<file path="config.mk">
export PLATFORM = sky130hd
export DESIGN_NAME = probe_if_status
export DESIGN_NICKNAME = d
export VERILOG_FILES = /design/src/verilog/_unused_placeholder_never.sv /design/src/verilog/probe_if_pkg.sv /design/src/verilog/sync_two_ff.sv /design/src/verilog/probe_if_status.sv
export SDC_FILE = /design/constraint.sdc
export NUM_CORES = 1
export LEC_CHECK = 0
export ABC_AREA = 1
export BUFFER_PORTS_ARGS = -buffer_cell sky130_fd_sc_hd__buf_2
export CORE_MARGIN = 2
export CORE_UTILIZATION = 50
export CTS_CLUSTER_SIZE = 20
export DETAILED_ROUTE_END_ITERATION = 12
export GPL_TIMING_DRIVEN = 1
export PLACE_DENSITY = 0.81
export SLEW_MARGIN = 20
export SYNTH_ARGS = -nofsm -noshare
export SYNTH_HDL_FRONTEND = slang
export SYNTH_SLANG_ARGS = --single-unit
</file>
<file path="constraint.sdc">
create_clock -name aclk -period 1.4 [get_ports aclk]
set_input_delay 0.35 -clock aclk [delete_from_list [all_inputs] [get_ports aclk]]
set_output_delay 0.35 -clock aclk [all_outputs]
set_load 0.05 [all_outputs]
</file>
<file path="src/verilog/_unused_placeholder_never.sv">
`default_nettype none
`default_nettype wire

</file>
<file path="src/verilog/probe_if_pkg.sv">
`default_nettype none
package probe_if_pkg;

  ////////////////////////////////////////////////////////////////////////////
  // clock and timing
  localparam int unsigned CLK_PERIOD_NS     = 50;
  localparam int unsigned FLASH_HALF_NS     = 250_000_000;
  localparam int unsigned FLASH_HALF_CYCLES = FLASH_HALF_NS / CLK_PERIOD_NS;
  localparam int unsigned SAMPLES_PER_SYNC  = 256;

  ////////////////////////////////////////////////////////////////////////////
  // register map
  localparam int unsigned AXI_ADDR_W        = 8;
  localparam logic [7:0]  CTRL_OFFSET       = 8'h00;
  localparam logic [7:0]  STATUS_OFFSET     = 8'h04;
  localparam logic [7:0]  IRQ_STATUS_OFFSET = 8'h08;
  localparam logic [7:0]  IRQ_ENABLE_OFFSET = 8'h0C;
  localparam logic [7:0]  IRQ_CLEAR_OFFSET  = 8'h10;

  localparam logic [1:0]  RESP_OKAY         = 2'h0;
  localparam logic [1:0]  RESP_SLVERR       = 2'h2;

  ////////////////////////////////////////////////////////////////////////////
  // control register fields
  localparam int unsigned CTRL_WIDTH        = 12;
  localparam int unsigned CTRL_USB          = 0;
  localparam int unsigned CTRL_LASER        = 1;
  localparam int unsigned CTRL_STARTUP      = 2;
  localparam int unsigned CTRL_MASTER       = 3;
  localparam int unsigned CTRL_STATS        = 4;
  localparam int unsigned CTRL_SNAP         = 5;
  localparam int unsigned CTRL_BNC_DIR      = 6;
  localparam int unsigned CTRL_EXT_DIR      = 7;
  localparam int unsigned CTRL_BNC_VAL      = 8;
  localparam int unsigned CTRL_EXT_VAL      = 9;
  localparam int unsigned CTRL_STREAM_MST   = 10;
  localparam int unsigned CTRL_STREAM_EN    = 11;
  localparam logic [11:0] CTRL_RESET        = 12'h000;

  ////////////////////////////////////////////////////////////////////////////
  // status and interrupt layout
  localparam int unsigned STATUS_WIDTH      = 15;
  localparam int unsigned IRQ_WIDTH         = 6;
  localparam int unsigned IRQ_TEMP          = 0;
  localparam int unsigned IRQ_LINK          = 1;
  localparam int unsigned IRQ_TRIG_BNC      = 2;
  localparam int unsigned IRQ_TRIG_EXT      = 3;
  localparam int unsigned IRQ_SNAP          = 4;
  localparam int unsigned IRQ_SYNC          = 5;
  localparam logic [5:0]  IRQ_RESET         = 6'h00;

  localparam int unsigned PIN_COUNT         = 9;

  typedef enum logic [1:0] {
    LED_OFF   = 2'b00,
    LED_ON    = 2'b01,
    LED_FLASH = 2'b10
  } led_mode_t;

endpackage
`default_nettype wire

</file>
<file path="src/verilog/sync_two_ff.sv">
`default_nettype none
module sync_two_ff #(
  parameter int unsigned WIDTH = 1
) (
  input  wire logic             aclk,
  input  wire logic             aresetn,
  input  wire logic [WIDTH-1:0] d,
  output var  logic [WIDTH-1:0] q
);

  // first stage is read by the second stage only
  logic [WIDTH-1:0] meta;

  always_ff @(posedge aclk) begin
    if (!aresetn) begin
      meta <= '0;
      q    <= '0;
    end else begin
      meta <= d;
      q    <= meta;
    end
  end

endmodule
`default_nettype wire

</file>
<file path="src/verilog/probe_if_status.sv">
//
// Behaviour
// - main switch on, interface inactive: power indicator flashes
// - usb session with server established: power indicator steadily lit
// - no power or firmware bad: power indicator dark
// - laser temperature regulated in range: temperature indicator off
// - laser too hot: cool it, temperature indicator steadily lit
// - laser too cold: heat it, temperature indicator flashes
// - supply laser off: laser indicator dark
// - start-up or mode change: laser indicator flashes, fast shutdown disarmed
// - running in requested mode: laser indicator steady, fast shutdown armed
// - no probe data arriving: data-link indicator off
// - optical link failure while the laser runs: laser switched off, data-link indicator flashes
// - probe data being received: data-link indicator steadily lit
// - master drives statistics enable and snapshot lines, slaves follow them
// - each unit drives a line telling whether it is master or slave
// - two independent trigger ports, single-ended and differential, in or out
// - stream master pulses once per 256 samples, slaves pace to pulses
//
`default_nettype none
module probe_if_status #(
  parameter int unsigned FLASH_HALF_CYCLES = probe_if_pkg::FLASH_HALF_CYCLES,
  parameter int unsigned SAMPLES_PER_SYNC  = probe_if_pkg::SAMPLES_PER_SYNC
) (
  input  wire logic        aclk,
  input  wire logic        aresetn,
  input  wire logic [7:0]  awaddr,
  input  wire logic        awvalid,
  output var  logic        awready,
  input  wire logic [31:0] wdata,
  input  wire logic [3:0]  wstrb,
  input  wire logic        wvalid,
  output var  logic        wready,
  output var  logic [1:0]  bresp,
  output var  logic        bvalid,
  input  wire logic        bready,
  input  wire logic [7:0]  araddr,
  input  wire logic        arvalid,
  output var  logic        arready,
  output var  logic [31:0] rdata,
  output var  logic [1:0]  rresp,
  output var  logic        rvalid,
  input  wire logic        rready,
  input  wire logic        fw_ok,
  input  wire logic        temp_high,
  input  wire logic        temp_low,
  input  wire logic        link_fail,
  input  wire logic        probe_data,
  input  wire logic        stats_in,
  input  wire logic        snap_in,
  input  wire logic        trig_bnc_in,
  input  wire logic        trig_ext_in,
  input  wire logic        sample_tick,
  output var  logic        led_power,
  output var  logic        led_temp,
  output var  logic        led_laser,
  output var  logic        led_link,
  output var  logic        laser_on,
  output var  logic        fast_shutdown_armed,
  output var  logic        laser_cool,
  output var  logic        laser_heat,
  output var  logic        master_out,
  output var  logic        stats_out,
  output var  logic        stats_oe,
  output var  logic        snap_out,
  output var  logic        snap_oe,
  output var  logic        stats_active,
  output var  logic        snapshot,
  output var  logic        trig_bnc_out,
  output var  logic        trig_bnc_oe,
  output var  logic        trig_ext_p,
  output var  logic        trig_ext_n,
  output var  logic        trig_ext_oe,
  output var  logic        sample_pace,
  output var  logic        irq
);

  localparam int unsigned SYNC_W = $clog2(SAMPLES_PER_SYNC);
  localparam logic [SYNC_W-1:0] SYNC_LAST = SYNC_W'(SAMPLES_PER_SYNC - 1);
  localparam logic [31:0] FLASH_LAST = 32'(FLASH_HALF_CYCLES - 1);

  ////////////////////////////////////////////////////////////////////////////
  // pin synchronisers and edges

  logic [8:0] pins_s;
  logic [8:0] pins_prev;
  wire        fw_ok_s   = pins_s[0];
  wire        hot_s     = pins_s[1];
  wire        cold_s    = pins_s[2];
  wire        fail_s    = pins_s[3];
  wire        probe_s   = pins_s[4];
  wire        stats_s   = pins_s[5];
  wire        snap_s    = pins_s[6];
  wire        bnc_s     = pins_s[7];
  wire        ext_s     = pins_s[8];
  wire [8:0]  pins_rise = pins_s & ~pins_prev;

  sync_two_ff #(.WIDTH(probe_if_pkg::PIN_COUNT)) u_sync (
    .aclk    (aclk),
    .aresetn (aresetn),
    .d       ({trig_ext_in, trig_bnc_in, snap_in, stats_in, probe_data,
                link_fail, temp_low, temp_high, fw_ok}),
    .q       (pins_s)
  );

  ////////////////////////////////////////////////////////////////////////////
  // register state

  logic [11:0] ctrl;
  logic [5:0]  irq_status;
  logic [5:0]  irq_enable;
  logic        link_failed;
  logic        snap_req;
  logic [31:0] flash_cnt;
  logic        flash_phase;
  logic [SYNC_W-1:0] sync_cnt;
  logic [7:0]  aw_addr_q;
  logic [31:0] w_data_q;
  logic [3:0]  w_strb_q;

  wire usb_up    = ctrl[probe_if_pkg::CTRL_USB];
  wire laser_en  = ctrl[probe_if_pkg::CTRL_LASER];
  wire startup   = ctrl[probe_if_pkg::CTRL_STARTUP];
  wire is_master = ctrl[probe_if_pkg::CTRL_MASTER];
  wire strm_mst  = ctrl[probe_if_pkg::CTRL_STREAM_EN] &
                   ctrl[probe_if_pkg::CTRL_STREAM_MST];
  wire strm_slv  = ctrl[probe_if_pkg::CTRL_STREAM_EN] &
                   ~ctrl[probe_if_pkg::CTRL_STREAM_MST];

  ////////////////////////////////////////////////////////////////////////////
  // axi4-lite write path: address and data taken in either order

  wire aw_take  = awvalid & awready;
  wire w_take   = wvalid & wready;
  wire wr_fire  = ~awready & ~wready & ~bvalid;
  wire b_done   = bvalid & bready;
  wire [31:0] wmask = {{8{w_strb_q[3]}}, {8{w_strb_q[2]}},
                       {8{w_strb_q[1]}}, {8{w_strb_q[0]}}};
  wire hit_ctrl  = aw_addr_q == probe_if_pkg::CTRL_OFFSET;
  wire hit_en    = aw_addr_q == probe_if_pkg::IRQ_ENABLE_OFFSET;
  wire hit_clr   = aw_addr_q == probe_if_pkg::IRQ_CLEAR_OFFSET;
  wire hit_ro    = aw_addr_q == probe_if_pkg::STATUS_OFFSET ||
                   aw_addr_q == probe_if_pkg::IRQ_STATUS_OFFSET;
  wire wr_ok     = hit_ctrl | hit_en | hit_clr | hit_ro;
  wire wr_ctrl   = wr_fire & hit_ctrl;
  wire [31:0] merged = (32'(ctrl) & ~wmask) | (w_data_q & wmask);
  wire [11:0] next_ctrl = wr_ctrl ? merged[11:0] : ctrl;
  wire [5:0]  next_irq_enable = (wr_fire & hit_en) ?
       (irq_enable & ~wmask[5:0]) | (w_data_q[5:0] & wmask[5:0]) : irq_enable;
  wire [5:0]  clear_mask = (wr_fire & hit_clr) ? w_data_q[5:0] & wmask[5:0]
                                               : 6'h00;

  always_ff @(posedge aclk) begin
    if (!aresetn) begin
      awready <= 1'b1;
      wready  <= 1'b1;
      bvalid  <= 1'b0;
      bresp   <= probe_if_pkg::RESP_OKAY;
      aw_addr_q <= 8'h00;
      w_data_q  <= 32'h0000_0000;
      w_strb_q  <= 4'h0;
    end else begin
      if (aw_take) begin
        awready   <= 1'b0;
        aw_addr_q <= awaddr;
      end
      if (w_take) begin
        wready   <= 1'b0;
        w_data_q <= wdata;
        w_strb_q <= wstrb;
      end
      if (wr_fire) begin
        bvalid <= 1'b1;
        bresp  <= wr_ok ? probe_if_pkg::RESP_OKAY : probe_if_pkg::RESP_SLVERR;
      end
      if (b_done) begin
        bvalid  <= 1'b0;
        awready <= 1'b1;
        wready  <= 1'b1;
      end
    end
  end

  ////////////////////////////////////////////////////////////////////////////
  // axi4-lite read path: answer one cycle after the address is taken

  logic [14:0] status_word;
  wire ar_take  = arvalid & arready;
  wire r_done   = rvalid & rready;
  // snapshot request is self-clearing, so it reads back as zero
  wire [31:0] ctrl_rd = 32'(ctrl & ~(12'h001 << probe_if_pkg::CTRL_SNAP));
  wire rd_ctrl  = araddr == probe_if_pkg::CTRL_OFFSET;
  wire rd_stat  = araddr == probe_if_pkg::STATUS_OFFSET;
  wire rd_ists  = araddr == probe_if_pkg::IRQ_STATUS_OFFSET;
  wire rd_ien   = araddr == probe_if_pkg::IRQ_ENABLE_OFFSET;
  wire rd_clr   = araddr == probe_if_pkg::IRQ_CLEAR_OFFSET;
  wire rd_ok    = rd_ctrl | rd_stat | rd_ists | rd_ien | rd_clr;
  wire [31:0] rd_mux = rd_ctrl ? ctrl_rd :
                       rd_stat ? 32'(status_word) :
                       rd_ists ? 32'(irq_status) :
                       rd_ien  ? 32'(irq_enable) : 32'h0000_0000;

  always_ff @(posedge aclk) begin
    if (!aresetn) begin
      arready <= 1'b1;
      rvalid  <= 1'b0;
      rdata   <= 32'h0000_0000;
      rresp   <= probe_if_pkg::RESP_OKAY;
    end else if (ar_take) begin
      arready <= 1'b0;
      rvalid  <= 1'b1;
      rdata   <= rd_mux;
      rresp   <= rd_ok ? probe_if_pkg::RESP_OKAY : probe_if_pkg::RESP_SLVERR;
    end else if (r_done) begin
      arready <= 1'b1;
      rvalid  <= 1'b0;
    end
  end

  ////////////////////////////////////////////////////////////////////////////
  // indicator modes and flash prescaler

  wire flash_tick = flash_cnt == FLASH_LAST;

  // a failure only latches while the laser runs; it holds the laser off
  // until software withdraws the laser enable, so the fault is not missed
  wire fail_evt         = fail_s & laser_on;
  wire next_link_failed = fail_evt | (link_failed & laser_en);
  wire next_laser_on    = laser_en & ~next_link_failed;
  wire link_quiet       = ~next_link_failed & ~probe_s;

  probe_if_pkg::led_mode_t power_mode;
  probe_if_pkg::led_mode_t temp_mode;
  probe_if_pkg::led_mode_t laser_mode;
  probe_if_pkg::led_mode_t link_mode;

  assign power_mode = !fw_ok_s ? probe_if_pkg::LED_OFF :
                      usb_up   ? probe_if_pkg::LED_ON  :
                                 probe_if_pkg::LED_FLASH;
  assign temp_mode  = hot_s  ? probe_if_pkg::LED_ON    :
                      cold_s ? probe_if_pkg::LED_FLASH :
                               probe_if_pkg::LED_OFF;
  assign laser_mode = !next_laser_on ? probe_if_pkg::LED_OFF :
                      startup ? probe_if_pkg::LED_FLASH :
                                probe_if_pkg::LED_ON;
  assign link_mode  = next_link_failed ? probe_if_pkg::LED_FLASH :
                      probe_s ? probe_if_pkg::LED_ON :
                                probe_if_pkg::LED_OFF;

  function automatic logic led_level(input probe_if_pkg::led_mode_t mode,
                                     input logic phase);
    case (mode)
      probe_if_pkg::LED_OFF:   led_level = 1'b0;
      probe_if_pkg::LED_ON:    led_level = 1'b1;
      probe_if_pkg::LED_FLASH: led_level = phase;
      default:                 led_level = 1'b0;
    endcase
  endfunction

  wire next_phase = flash_tick ? ~flash_phase : flash_phase;

  always_ff @(posedge aclk) begin
    if (!aresetn) begin
      flash_cnt   <= 32'h0000_0000;
      flash_phase <= 1'b0;
    end else begin
      flash_cnt   <= flash_tick ? 32'h0000_0000 : flash_cnt + 32'h0000_0001;
      flash_phase <= next_phase;
    end
  end

  always_ff @(posedge aclk) begin
    if (!aresetn) begin
      led_power   <= 1'b0;
      led_temp    <= 1'b0;
      led_laser   <= 1'b0;
      led_link    <= 1'b0;
      laser_on    <= 1'b0;
      link_failed <= 1'b0;
      fast_shutdown_armed <= 1'b0;
      laser_cool  <= 1'b0;
      laser_heat  <= 1'b0;
    end else begin
      led_power   <= led_level(power_mode, next_phase);
      led_temp    <= led_level(temp_mode, next_phase);
      led_laser   <= led_level(laser_mode, next_phase);
      led_link    <= led_level(link_mode, next_phase);
      laser_on    <= next_laser_on;
      link_failed <= next_link_failed;
      fast_shutdown_armed <= next_laser_on & ~startup;
      laser_cool  <= hot_s;
      laser_heat  <= cold_s & ~hot_s;
    end
  end

  ////////////////////////////////////////////////////////////////////////////
  // multiprobe link, triggers and stream pacing

  wire sync_due   = strm_mst & sample_tick & (sync_cnt == SYNC_LAST);
  wire sync_rx    = strm_slv & pins_rise[8];
  wire snap_rx    = ~is_master & pins_rise[6];
  wire ext_level  = strm_mst ? sync_due : ctrl[probe_if_pkg::CTRL_EXT_VAL];
  wire temp_rise  = (hot_s | cold_s) & ~(pins_prev[1] | pins_prev[2]);

  wire [5:0] events = {sync_rx, snap_rx, pins_rise[8], pins_rise[7],
                       next_link_failed & ~link_failed, temp_rise};
  // a new event beats a clear written in the same cycle
  wire [5:0] next_irq_status = (irq_status & ~clear_mask) | events;

  always_ff @(posedge aclk) begin
    if (!aresetn) begin
      ctrl         <= probe_if_pkg::CTRL_RESET;
      snap_req     <= 1'b0;
      pins_prev    <= 9'h000;
      sync_cnt     <= '0;
      irq_status   <= probe_if_pkg::IRQ_RESET;
      irq_enable   <= probe_if_pkg::IRQ_RESET;
      irq          <= 1'b0;
      master_out   <= 1'b0;
      stats_out    <= 1'b0;
      stats_oe     <= 1'b0;
      snap_out     <= 1'b0;
      snap_oe      <= 1'b0;
      stats_active <= 1'b0;
      snapshot     <= 1'b0;
      trig_bnc_out <= 1'b0;
      trig_bnc_oe  <= 1'b0;
      trig_ext_p   <= 1'b0;
      trig_ext_n   <= 1'b1;
      trig_ext_oe  <= 1'b0;
      sample_pace  <= 1'b0;
    end else begin
      // the snapshot bit is a strobe: keeping it would let a later write
      // with byte 0 masked off fire a second snapshot
      ctrl         <= next_ctrl & ~(12'h001 << probe_if_pkg::CTRL_SNAP);
      snap_req     <= wr_ctrl & merged[probe_if_pkg::CTRL_SNAP];
      pins_prev    <= pins_s;
      if (!strm_mst) begin
        sync_cnt <= '0;
      end else if (sample_tick) begin
        sync_cnt <= sync_cnt + SYNC_W'(1);
      end
      irq_status   <= next_irq_status;
      irq_enable   <= next_irq_enable;
      irq          <= |(next_irq_status & next_irq_enable);
      master_out   <= is_master;
      stats_out    <= ctrl[probe_if_pkg::CTRL_STATS];
      stats_oe     <= is_master;
      snap_out     <= is_master & snap_req;
      snap_oe      <= is_master;
      stats_active <= is_master ? ctrl[probe_if_pkg::CTRL_STATS]
                                : stats_s;
      snapshot     <= is_master ? snap_req : snap_rx;
      trig_bnc_out <= ctrl[probe_if_pkg::CTRL_BNC_VAL];
      trig_bnc_oe  <= ctrl[probe_if_pkg::CTRL_BNC_DIR];
      trig_ext_p   <= ext_level;
      trig_ext_n   <= ~ext_level;
      trig_ext_oe  <= ctrl[probe_if_pkg::CTRL_EXT_DIR] | strm_mst;
      sample_pace  <= sync_due | sync_rx;
    end
  end

  assign status_word = {fw_ok_s, ext_s, bnc_s, stats_active, is_master,
                        cold_s, hot_s, probe_s, link_failed,
                        fast_shutdown_armed, laser_on,
                        led_link, led_laser, led_temp, led_power};
endmodule
`default_nettype wire

</file>
Yosys cells after proc, flatten, opt, wreduce, memory -nomap -nowiden
Index checks and enable logic that the tools add are counted.
Widths: inputs -> output; s select.
{"block": "totals", "ff_bits": 177, "latch_bits": 0, "ram_bits": 0, "rom_bits": 0, "inputBits": 69, "out_inout_bits": 63, "wordCells": 163, "n_memories": 0}
{"block": "op_classes", "n_addsub": 2, "n_mul": 0, "div": 0, "magnitude_cmp": 0, "n_eq_ne": 18, "shifts": 0, "mux": 28, "bitwise": 64, "n_reduce_logical": 8}
{"cell": "$add 32x1->32 const B", "n": 1}
{"cell": "$eq 32x23->1 const B", "n": 1}
{"cell": "$eq 8x4->1 const B", "n": 4}
{"cell": "$mux 15", "n": 2}
{"cell": "$and 1x1->1", "n": 25}
{"cell": "$and 12x12->12", "n": 2}
{"cell": "$and 6x6->6", "n": 4}
{"cell": "$mux 6", "n": 4}
{"cell": "$mux 2", "n": 9}
{"cell": "$eq 8x3->1 const B", "n": 2}
{"cell": "$eq 8x5->1 const B", "n": 2}
{"cell": "$logic_not 8->1", "n": 2}
{"cell": "$not 1->1", "n": 13}
{"cell": "$not 12->12", "n": 1}
{"cell": "$not 6->6", "n": 2}
{"cell": "$or 1x1->1", "n": 12}
{"cell": "$or 12x12->12", "n": 1}
{"cell": "$or 6x6->6", "n": 2}
{"cell": "$and 9x9->9", "n": 1}
{"cell": "$mux 1", "n": 9}
{"cell": "$not 9->9", "n": 1}
{"cell": "$add 8x1->8 const B", "n": 1}
{"cell": "$eq 2x1->1 const B", "n": 4}
{"cell": "$eq 2x2->1 const B", "n": 4}
{"cell": "7 further kinds", "n": 11}

Depth between registers and ports, before layout
Gate-level depths: netlist of run 1.
{"block": "logic_depth", "ltp_word": 10, "mapped_depth": 11}

Hierarchy
A second synthesis of run 1 with hierarchy kept.
{"block": "unflattened", "cells_unflattened": 908, "area_unflattened_um2": 6568.8}
{"mod": "probe_if_status", "n_inst": 1, "cells_per_inst": 852, "area_per_inst_um2": 6039.5, "seq_area_each_um2": 2682.6}
{"mod": "sync_two_ff", "n_inst": 1, "cells_per_inst": 56, "area_per_inst_um2": 529.3, "seq_area_each_um2": 360.3}

Least setup slack after synthesis of run 1
OpenSTA, ideal clock, no wires.
{"block": "synth_timing", "path_type": "reg-to-reg", "startpoint": "register bvalid", "endpoint": "register irq", "setup_time_ps": 132, "arrival_ps": 1467, "t_required_ps": 1268, "setup_slack_ps": -200, "stages_incl_launch_ff": 11, "synth_period_minus_slack_ps": 1600, "path_cell_list": "dfxtp_1 > nor2_1 > nand2_1 > nor2_1 > nand2_1 > o21ai_0 > nand2_1 > nand2_1 > nand2_1 > inv_1 > a21oi_1"}
{"block": "synth_via", "elab_chain_cells": 9, "word_cells_on_any_way": 11}
{"item": "start: declaration", "line_no": "probe_if_status.sv:35", "rtl": "output var logic bvalid,"}
{"item": "start signal: assignment", "line_no": "probe_if_status.sv:157", "rtl": "bvalid <= 1'b0;"}
{"item": "start signal: assignment", "line_no": "probe_if_status.sv:173", "rtl": "bvalid <= 1'b1;"}
{"item": "start signal: assignment", "line_no": "probe_if_status.sv:177", "rtl": "bvalid <= 1'b0;"}
{"item": "$not 1->1 *", "line_no": "probe_if_status.sv:135", "rtl": "wire wr_fire = ~awready & ~wready & ~bvalid;"}
{"item": "$and 1x1->1 *", "line_no": "probe_if_status.sv:135"}
{"item": "$and 1x1->1", "line_no": "probe_if_status.sv:150", "rtl": "wire [5:0] clear_mask = (wr_fire & hit_clr) ? w_data_q[5:0] & wmask[5:0]"}
{"item": "$mux 6", "line_no": "probe_if_status.sv:150"}
{"item": "$not 6->6", "line_no": "probe_if_status.sv:308", "rtl": "wire [5:0] next_irq_status = (irq_status & ~clear_mask) | events;"}
{"item": "$and 6x6->6", "line_no": "probe_if_status.sv:308"}
{"item": "$or 6x6->6", "line_no": "probe_if_status.sv:308"}
{"item": "$and 6x6->6 *", "line_no": "probe_if_status.sv:345", "rtl": "irq <= |(next_irq_status & next_irq_enable);"}
{"item": "$reduce_or 6->1 *", "line_no": "probe_if_status.sv:345"}
{"item": "end signal: assignment", "line_no": "probe_if_status.sv:345"}
{"item": "end: declaration", "line_no": "probe_if_status.sv:75", "rtl": "output var logic irq"}
Every way passes the cells marked *; elsewhere a longest branch is shown, timed or not.
A chain may end at the register's enable or synchronous reset.

Worst setup path in the final report of run 1
{"block": "layout_timing", "startpoint": "register flash_cnt[11]", "endpoint": "register flash_cnt[29]"}
{"block": "layout_via", "elab_chain_cells": 2, "word_cells_on_any_way": 3}
{"item": "start: declaration", "line_no": "probe_if_status.sv:114", "rtl": "logic [31:0] flash_cnt;"}
{"item": "start signal: assignment", "line_no": "probe_if_status.sv:267", "rtl": "flash_cnt <= flash_tick ? 32'h0000_0000 : flash_cnt + 32'h0000_0001;"}
{"item": "parallel branches: the longest is 2 deep, another holds $add 32x1->32"}
Several ways; the timed one is not identified.

==> results of run 1 <==
[registers in the layout, summed over array words and instances, names as in the netlist, 6 cells and up, named ones only]
| register | count |
|---|---|
| aw_addr_q | 8 |
| flash_cnt | 32 |
| irq_enable | 6 |
| irq_status | 6 |
| rdata | 15 |
| sync_cnt | 8 |
| u_sync.meta | 9 |
| u_sync.q | 9 |
| w_data_q | 12 |
[where the power goes]
group / internal [uW] / leakage [uW] / switching [uW]
combinational: 360 / 0.00265 / 690
sequential: 4460 / 0.00124 / 96.6
clock: 3030 / 0.000294 / 1810
[Yosys cell counts, drive strengths merged]
library cell,n
nand3,70
nor3,25
a21boi,1
o211ai,2
a21oi,70
nand3b,1
o21ai,63
nand2,187
or2,6
o31ai,1
nor2,112
conb,1
xor2,3
inv,152
dfxtp,152
buf,34
a31oi,1
xnor2,1
nand4,19
clkbuf,13
nor4,2
clkinv,1
ha,2
o22ai,5
nor3b,6
[through the flow]
stage               total power (uW)  instance area, sq um   util  setup WS, ns
finish                         10400                  9160  0.700        -0.266
global placement                5460                  7870  0.601        -0.176
floorplan                       5220                  6730      -       -0.0165
global route                   10700                  9160  0.700        -0.343
detailed placement              5480                  7870  0.601        -0.219
CTS                            10300                  8740  0.668        -0.201
[area by class of cell]
type                            instances  area [sq um]
Timing Repair Buffer                  196          1450
Fill cell                             960          3920
Tap cell                              176           220
Clock buffer                           21           450
Sequential cell                       152          3070
Inverter                              153           576
Multi-Input combinational cell        597          3230
Clock inverter                         11           170
[timing repair]
item,4_1_cts,5_1_grt
setup endpoints to repair,62,84
gates cloned,1,1
buffers inserted,5,6
pin swaps,15,26
resized for setup,60,107
[critical path: cells and delay by family (launching register included)]
kind            cells  cell delay, ns
simple gates        5            1.10
flops               1            0.43
compound gates      1            0.04
[metal layers]
layer | track usage | up-vias
li1 | - | 3290
met1 | 0.316 | 3139
met2 | 0.417 | 347
met3 | 0.0445 | 58
met4 | 0.112 | 0
met5 | 0 | -
[cell families after synthesis]
logic type,Yosys count,share of synthesized area
simple gates,428,0.293
buf+inv,200,0.128
flops,152,0.459
compound gates,143,0.111
xor+xnor,4,0.00528
fa+ha+maj,2,0.00377
other cells,1,0.000565
[path summary, 6_finish.rpt]
path	slack, ns	cells after the start	to	from
worst max register to register	-0.27	6	flash_cnt[29]	flash_cnt[11]
worst min register to register	0.41	2	u_sync.q[3]	u_sync.meta[3]
worst min-delay path	0.10	3	u_sync.meta[7]	trig_bnc_in
worst max-delay path	-0.27	6	flash_cnt[29]	flash_cnt[11]
==> results.cfg, run 1 <==
[status]
outcome = complete, but fails checks
violations = negative setup slack

[drt]
vias = 6834
viasPerCell = 5.23
top_layer_used = met4
wl_met2_um = 9230
detail-route-antenna-nets = 0
routed_wl_um = 19200
avgRoutedWirePerCell_um = 14.7
dr.pass1.iters = 8
remaining_drc_errors = 0
initialDrtViolationCount = 818
dr_wl_met3_um = 1490
wl_met1_um = 7860

[placed_design]
gp_congestion = 0.938
io_buffer_count = 90
place_hpwl_um = 12300
dp_cells = 1262

[yosys]
yosysWarnings = 0
yosys.area.top_type_share = 0.459
ys_ff_latch = 152
syn_area_per_cell_sq_um = 7.13
syn-instance-count = 930
yosys.area.top_type = dfxtp_1
synth_area_sq_mm = 0.00663
synth.distinct_cells = 38
synth_seq_area_share = 0.459
ys_top_cells_by_area = dfxtp_1 (46%), nand2_1 (10%), inv_1 (8.3%)

[worst_setup_path]
end_kind = flip-flop
worstPathRequired_ns = 1.73
cp_slowest_stage_delay_ns = 0.43
startpoint_type = flip-flop
cp.arrival_ns = 1.99
critPathKind = flip-flop to flip-flop
crit_path_max_fanout = 5
worst_path_max_delay_cell = dfxtp_1
path_cells = nand2_1, nor2_1, nand3_1, nor3_1, or2_2, a21oi_2

[floorplanning]
die_h_um = 119
die_area_sq_mm = 0.0142
initial_core_util = 0.507
core_sq_mm = 0.0131
num_io_pins = 132
rows = 42
die_x_um = 119

[timing]
setup_slack_ns = -0.266
hold_ws_ns = 0.101
clock.fmax_mhz = 600
period_share = 1.19
rsz0062_at_grt = true
setup_tns_ns = -7.05
finClkSkew_ns = 0.00949
final_hold_viol_count = 0
setup_violations = 49
drv_slew = 0
post-route-min-period_ns = 1.67

[final_layout]
drive_above_1_share = 0.311
syn2layout_area_growth_pct = 38.2
diodes = 0
final_cell_mix = nand2_1 (170), inv_1 (143), dfxtp_1 (140)
nNetsFinal = 1188
final_common_cell = nand2_1
stdcell_count = 1306

[pwr]
pwr_density_cell_mw_per_mm2 = 1140
leakagePower_uw = 0.00418
vdd_ir_drop_max_uv = 957

[flow_run]
drv_cap = 0

[global_route]
grt_antenna_before_repair = 0
grt_start_max_net_pins = 34
grt_overflow_total = 0
grt_usage = 0.250
grt_pass1_vias = 6068
grt_first_pass_wirelength_um = 28200

[clocking]
postCtsHoldBufs = 0
cts_max_level = 4
clock_latency_ns = 0.43
cts_sinks = 152
clock_path_buffers = 2
cts_root_buf = clkbuf_16
cts_made_buffers = 17
cts_tree = done
clk_pin_slew_ns = 0.06

[hold_path]
hold_path_class = primary input to flip-flop
Power figures use the tool's default switching activity.
==> run 2: changes to the inputs <==
--- a/config.mk
+++ b/config.mk
@@ -12,6 +12,7 @@
 export CTS_CLUSTER_SIZE = 20
 export DETAILED_ROUTE_END_ITERATION = 12
 export GPL_TIMING_DRIVEN = 1
+export MAX_ROUTING_LAYER = met4
 export PLACE_DENSITY = 0.81
 export SLEW_MARGIN = 20
 export SYNTH_ARGS = -nofsm -noshare
==> run 2 against run 1 <==
  * The run still ends with negative setup slack left
  * Critical path depth is 6 higher
  * Cell area rose by 2.3%
  * Via count grew 5.6%
  * Critical endpoint is now flash_cnt[24]
  * Utilization up 1.6 points
  * Sequential power hardly changed
  * Worst hold slack got worse by 0.0039 ns
  * Die area is the same
  * Clock power increased by 6.0%
  * Combinational power about the same
  * Highest routed layer unchanged
  * Sequential share of layout area shrank 0.78 points
==> results.cfg, run 2 (synthesis gave the netlist of run 1 again) <==
[status]
outcome = complete, but fails checks
violations = negative setup slack

[hold_path]
hold_start = trig_ext_in
whs_endpoint = u_sync.meta[8]
hold_path_class = primary input to flip-flop
min_delay_path_depth = 3

[floorplanning]
rows = 42
core_sq_mm = 0.0131
die_area_sq_mm = 0.0142
die_x_um = 119
die_h_um = 119
num_io_pins = 132
initial_core_util = 0.507

[final_layout]
final_cell_mix = nand2_1 (165), inv_1 (145), dfxtp_1 (140)
multi_input_area_sq_mm = 0.00328
nFillCells = 878
diodes = 0
drive_above_1_share = 0.321
nNetsFinal = 1196
ff_latch_area_sq_mm = 0.00306
fin_util = 0.716
largest_registers = flash_cnt x32, rdata x15, w_data_q x12
syn2layout_area_growth_pct = 41.3
regMostFlops = flash_cnt
final_common_cell = nand2_1
largest_register_ffs = 32
stdcell_count = 1314

[worst_setup_path]
worst_path_max_delay_cell = dfxtp_2
rr_worst_depth = 12
critPathKind = flip-flop to flip-flop
end_kind = flip-flop
rr_endpoint = flash_cnt[24]
startpoint_type = flip-flop
regToRegStartpoint = flash_cnt[1]
crit_family = simple AND/OR/NAND/NOR gates
cp_slowest_stage_delay_ns = 0.35
crit_path_max_fanout = 4
worstPathRequired_ns = 1.73
path_cells = ha_4, nand2_4, buf_6, inv_4, nand3_4, nor2_4, buf_6, buf_4, buf_4, nand2_1, nand2_1, a21oi_2
path_buf_inv = 5
cp.arrival_ns = 1.96
r2r_slack_ns = -0.24

[clocking]
clock_path_buffers = 2
clk_pin_slew_ns = 0.06
cts_max_level = 4
clock_latency_ns = 0.43
cts_tree = done
cts_sinks = 152
cts_root_buf = clkbuf_16
cts_made_buffers = 17
postCtsHoldBufs = 0

[drt]
remaining_drc_errors = 0
viasPerCell = 5.49
avgRoutedWirePerCell_um = 15.8
detail-route-antenna-nets = 0
initialDrtViolationCount = 960
routed_wl_um = 20700
dr.pass1.iters = 7
vias = 7215

[pwr]
leakagePower_uw = 0.00428
pwr_density_cell_mw_per_mm2 = 1140
vdd_ir_drop_max_uv = 850

[timing]
clock.fmax_mhz = 612
setup_tns_ns = -8.59
setup_slack_ns = -0.235
post-route-min-period_ns = 1.64
rsz0062_at_grt = true
drv_slew = 0
period_share = 1.17
finClkSkew_ns = 0.00654
final_hold_viol_count = 0
setup_violations = 53

[global_route]
grt_overflow_total = 0
grt_first_pass_wirelength_um = 27800
grt_start_max_net_pins = 52
grt_antenna_before_repair = 0
grt_usage = 0.252
grt_pass1_vias = 6053

[placed_design]
gp_congestion = 0.910
dp_cells = 1256
place_hpwl_um = 11900
io_buffer_count = 90

[flow_run]
drv_cap = 0
run 2: changes by cell type in the layout (fill, tap and decap cells not counted), sizes merged:
cell and change:
buf +13, clkbuf -3, nand3 -1, bufinv +1, clkinvlp -2
run 2: area by class of cell:
type	instances	area share
multi-input combinational	596	0.350
sequential	152	0.327
timing repair buffer	205	0.166
inverter	153	0.0621
clock buffer	22	0.0506
tap	176	0.0235
clock inverter	10	0.0202
run 2: layer usage:
metal,vias up,GRT usage,wire (um)
li1,3309,-,-
met1,3234,0.315,8020
met2,535,0.399,9620
met3,137,0.0589,1980
met4,0,0.0885,1080
met5,-,-,0
run 2: worst max-delay path by stage:
stage / startpoint / end / slack [ns] / cells after the start
after floorplan: bvalid / irq / -0.02 / 10
final: flash_cnt[1] / flash_cnt[24] / -0.24 / 12
after CTS: flash_cnt[1] / flash_cnt[15] / -0.24 / 9
after global placement: flash_cnt[1] / flash_cnt[19] / -0.22 / 9
after global routing: flash_cnt[16] / flash_cnt[17] / -0.37 / 6
after detailed placement: flash_cnt[1] / flash_cnt[15] / -0.25 / 9
run 2: per-stage QoR:
step                hold slack [ns]  power [uW]  instance area, sq um  setup WS [ns]
floorplan                     0.390        5220                  6730        -0.0165
global placement              0.398        5440                  7830         -0.218
detailed placement            0.398        5460                  7830         -0.253
CTS                          0.0923       10600                  8830         -0.241
global route                  0.103       11000                  9370         -0.369
finish                       0.0968       10700                  9370         -0.235
run 2: worst register-to-register path, delay by kind of cell (launching register included):
family,cells,cell delay [ns]
buffers and inverters,5,0.49
adders and majority gates,1,0.15
DFF,1,0.35
AOI/OAI and AO/OA,1,0.06
and+or+nand+nor,5,0.49
run 2: what timing repair did:
item	in CTS	in global routing
setup endpoints to repair	62	83
pin swaps	21	35
gates resized for setup	67	120
cloned	0	2
buffers inserted	14	11
run 2: power by group:
part / switching (uW) / leakage [uW] / internal, uW / total (uW)
Clock: 1810 / 0.000321 / 3310 / 5130
Combinational: 677 / 0.00272 / 356 / 1030
Sequential: 89.9 / 0.00124 / 4460 / 4550
Total: 2580 / 0.00428 / 8120 / 10700
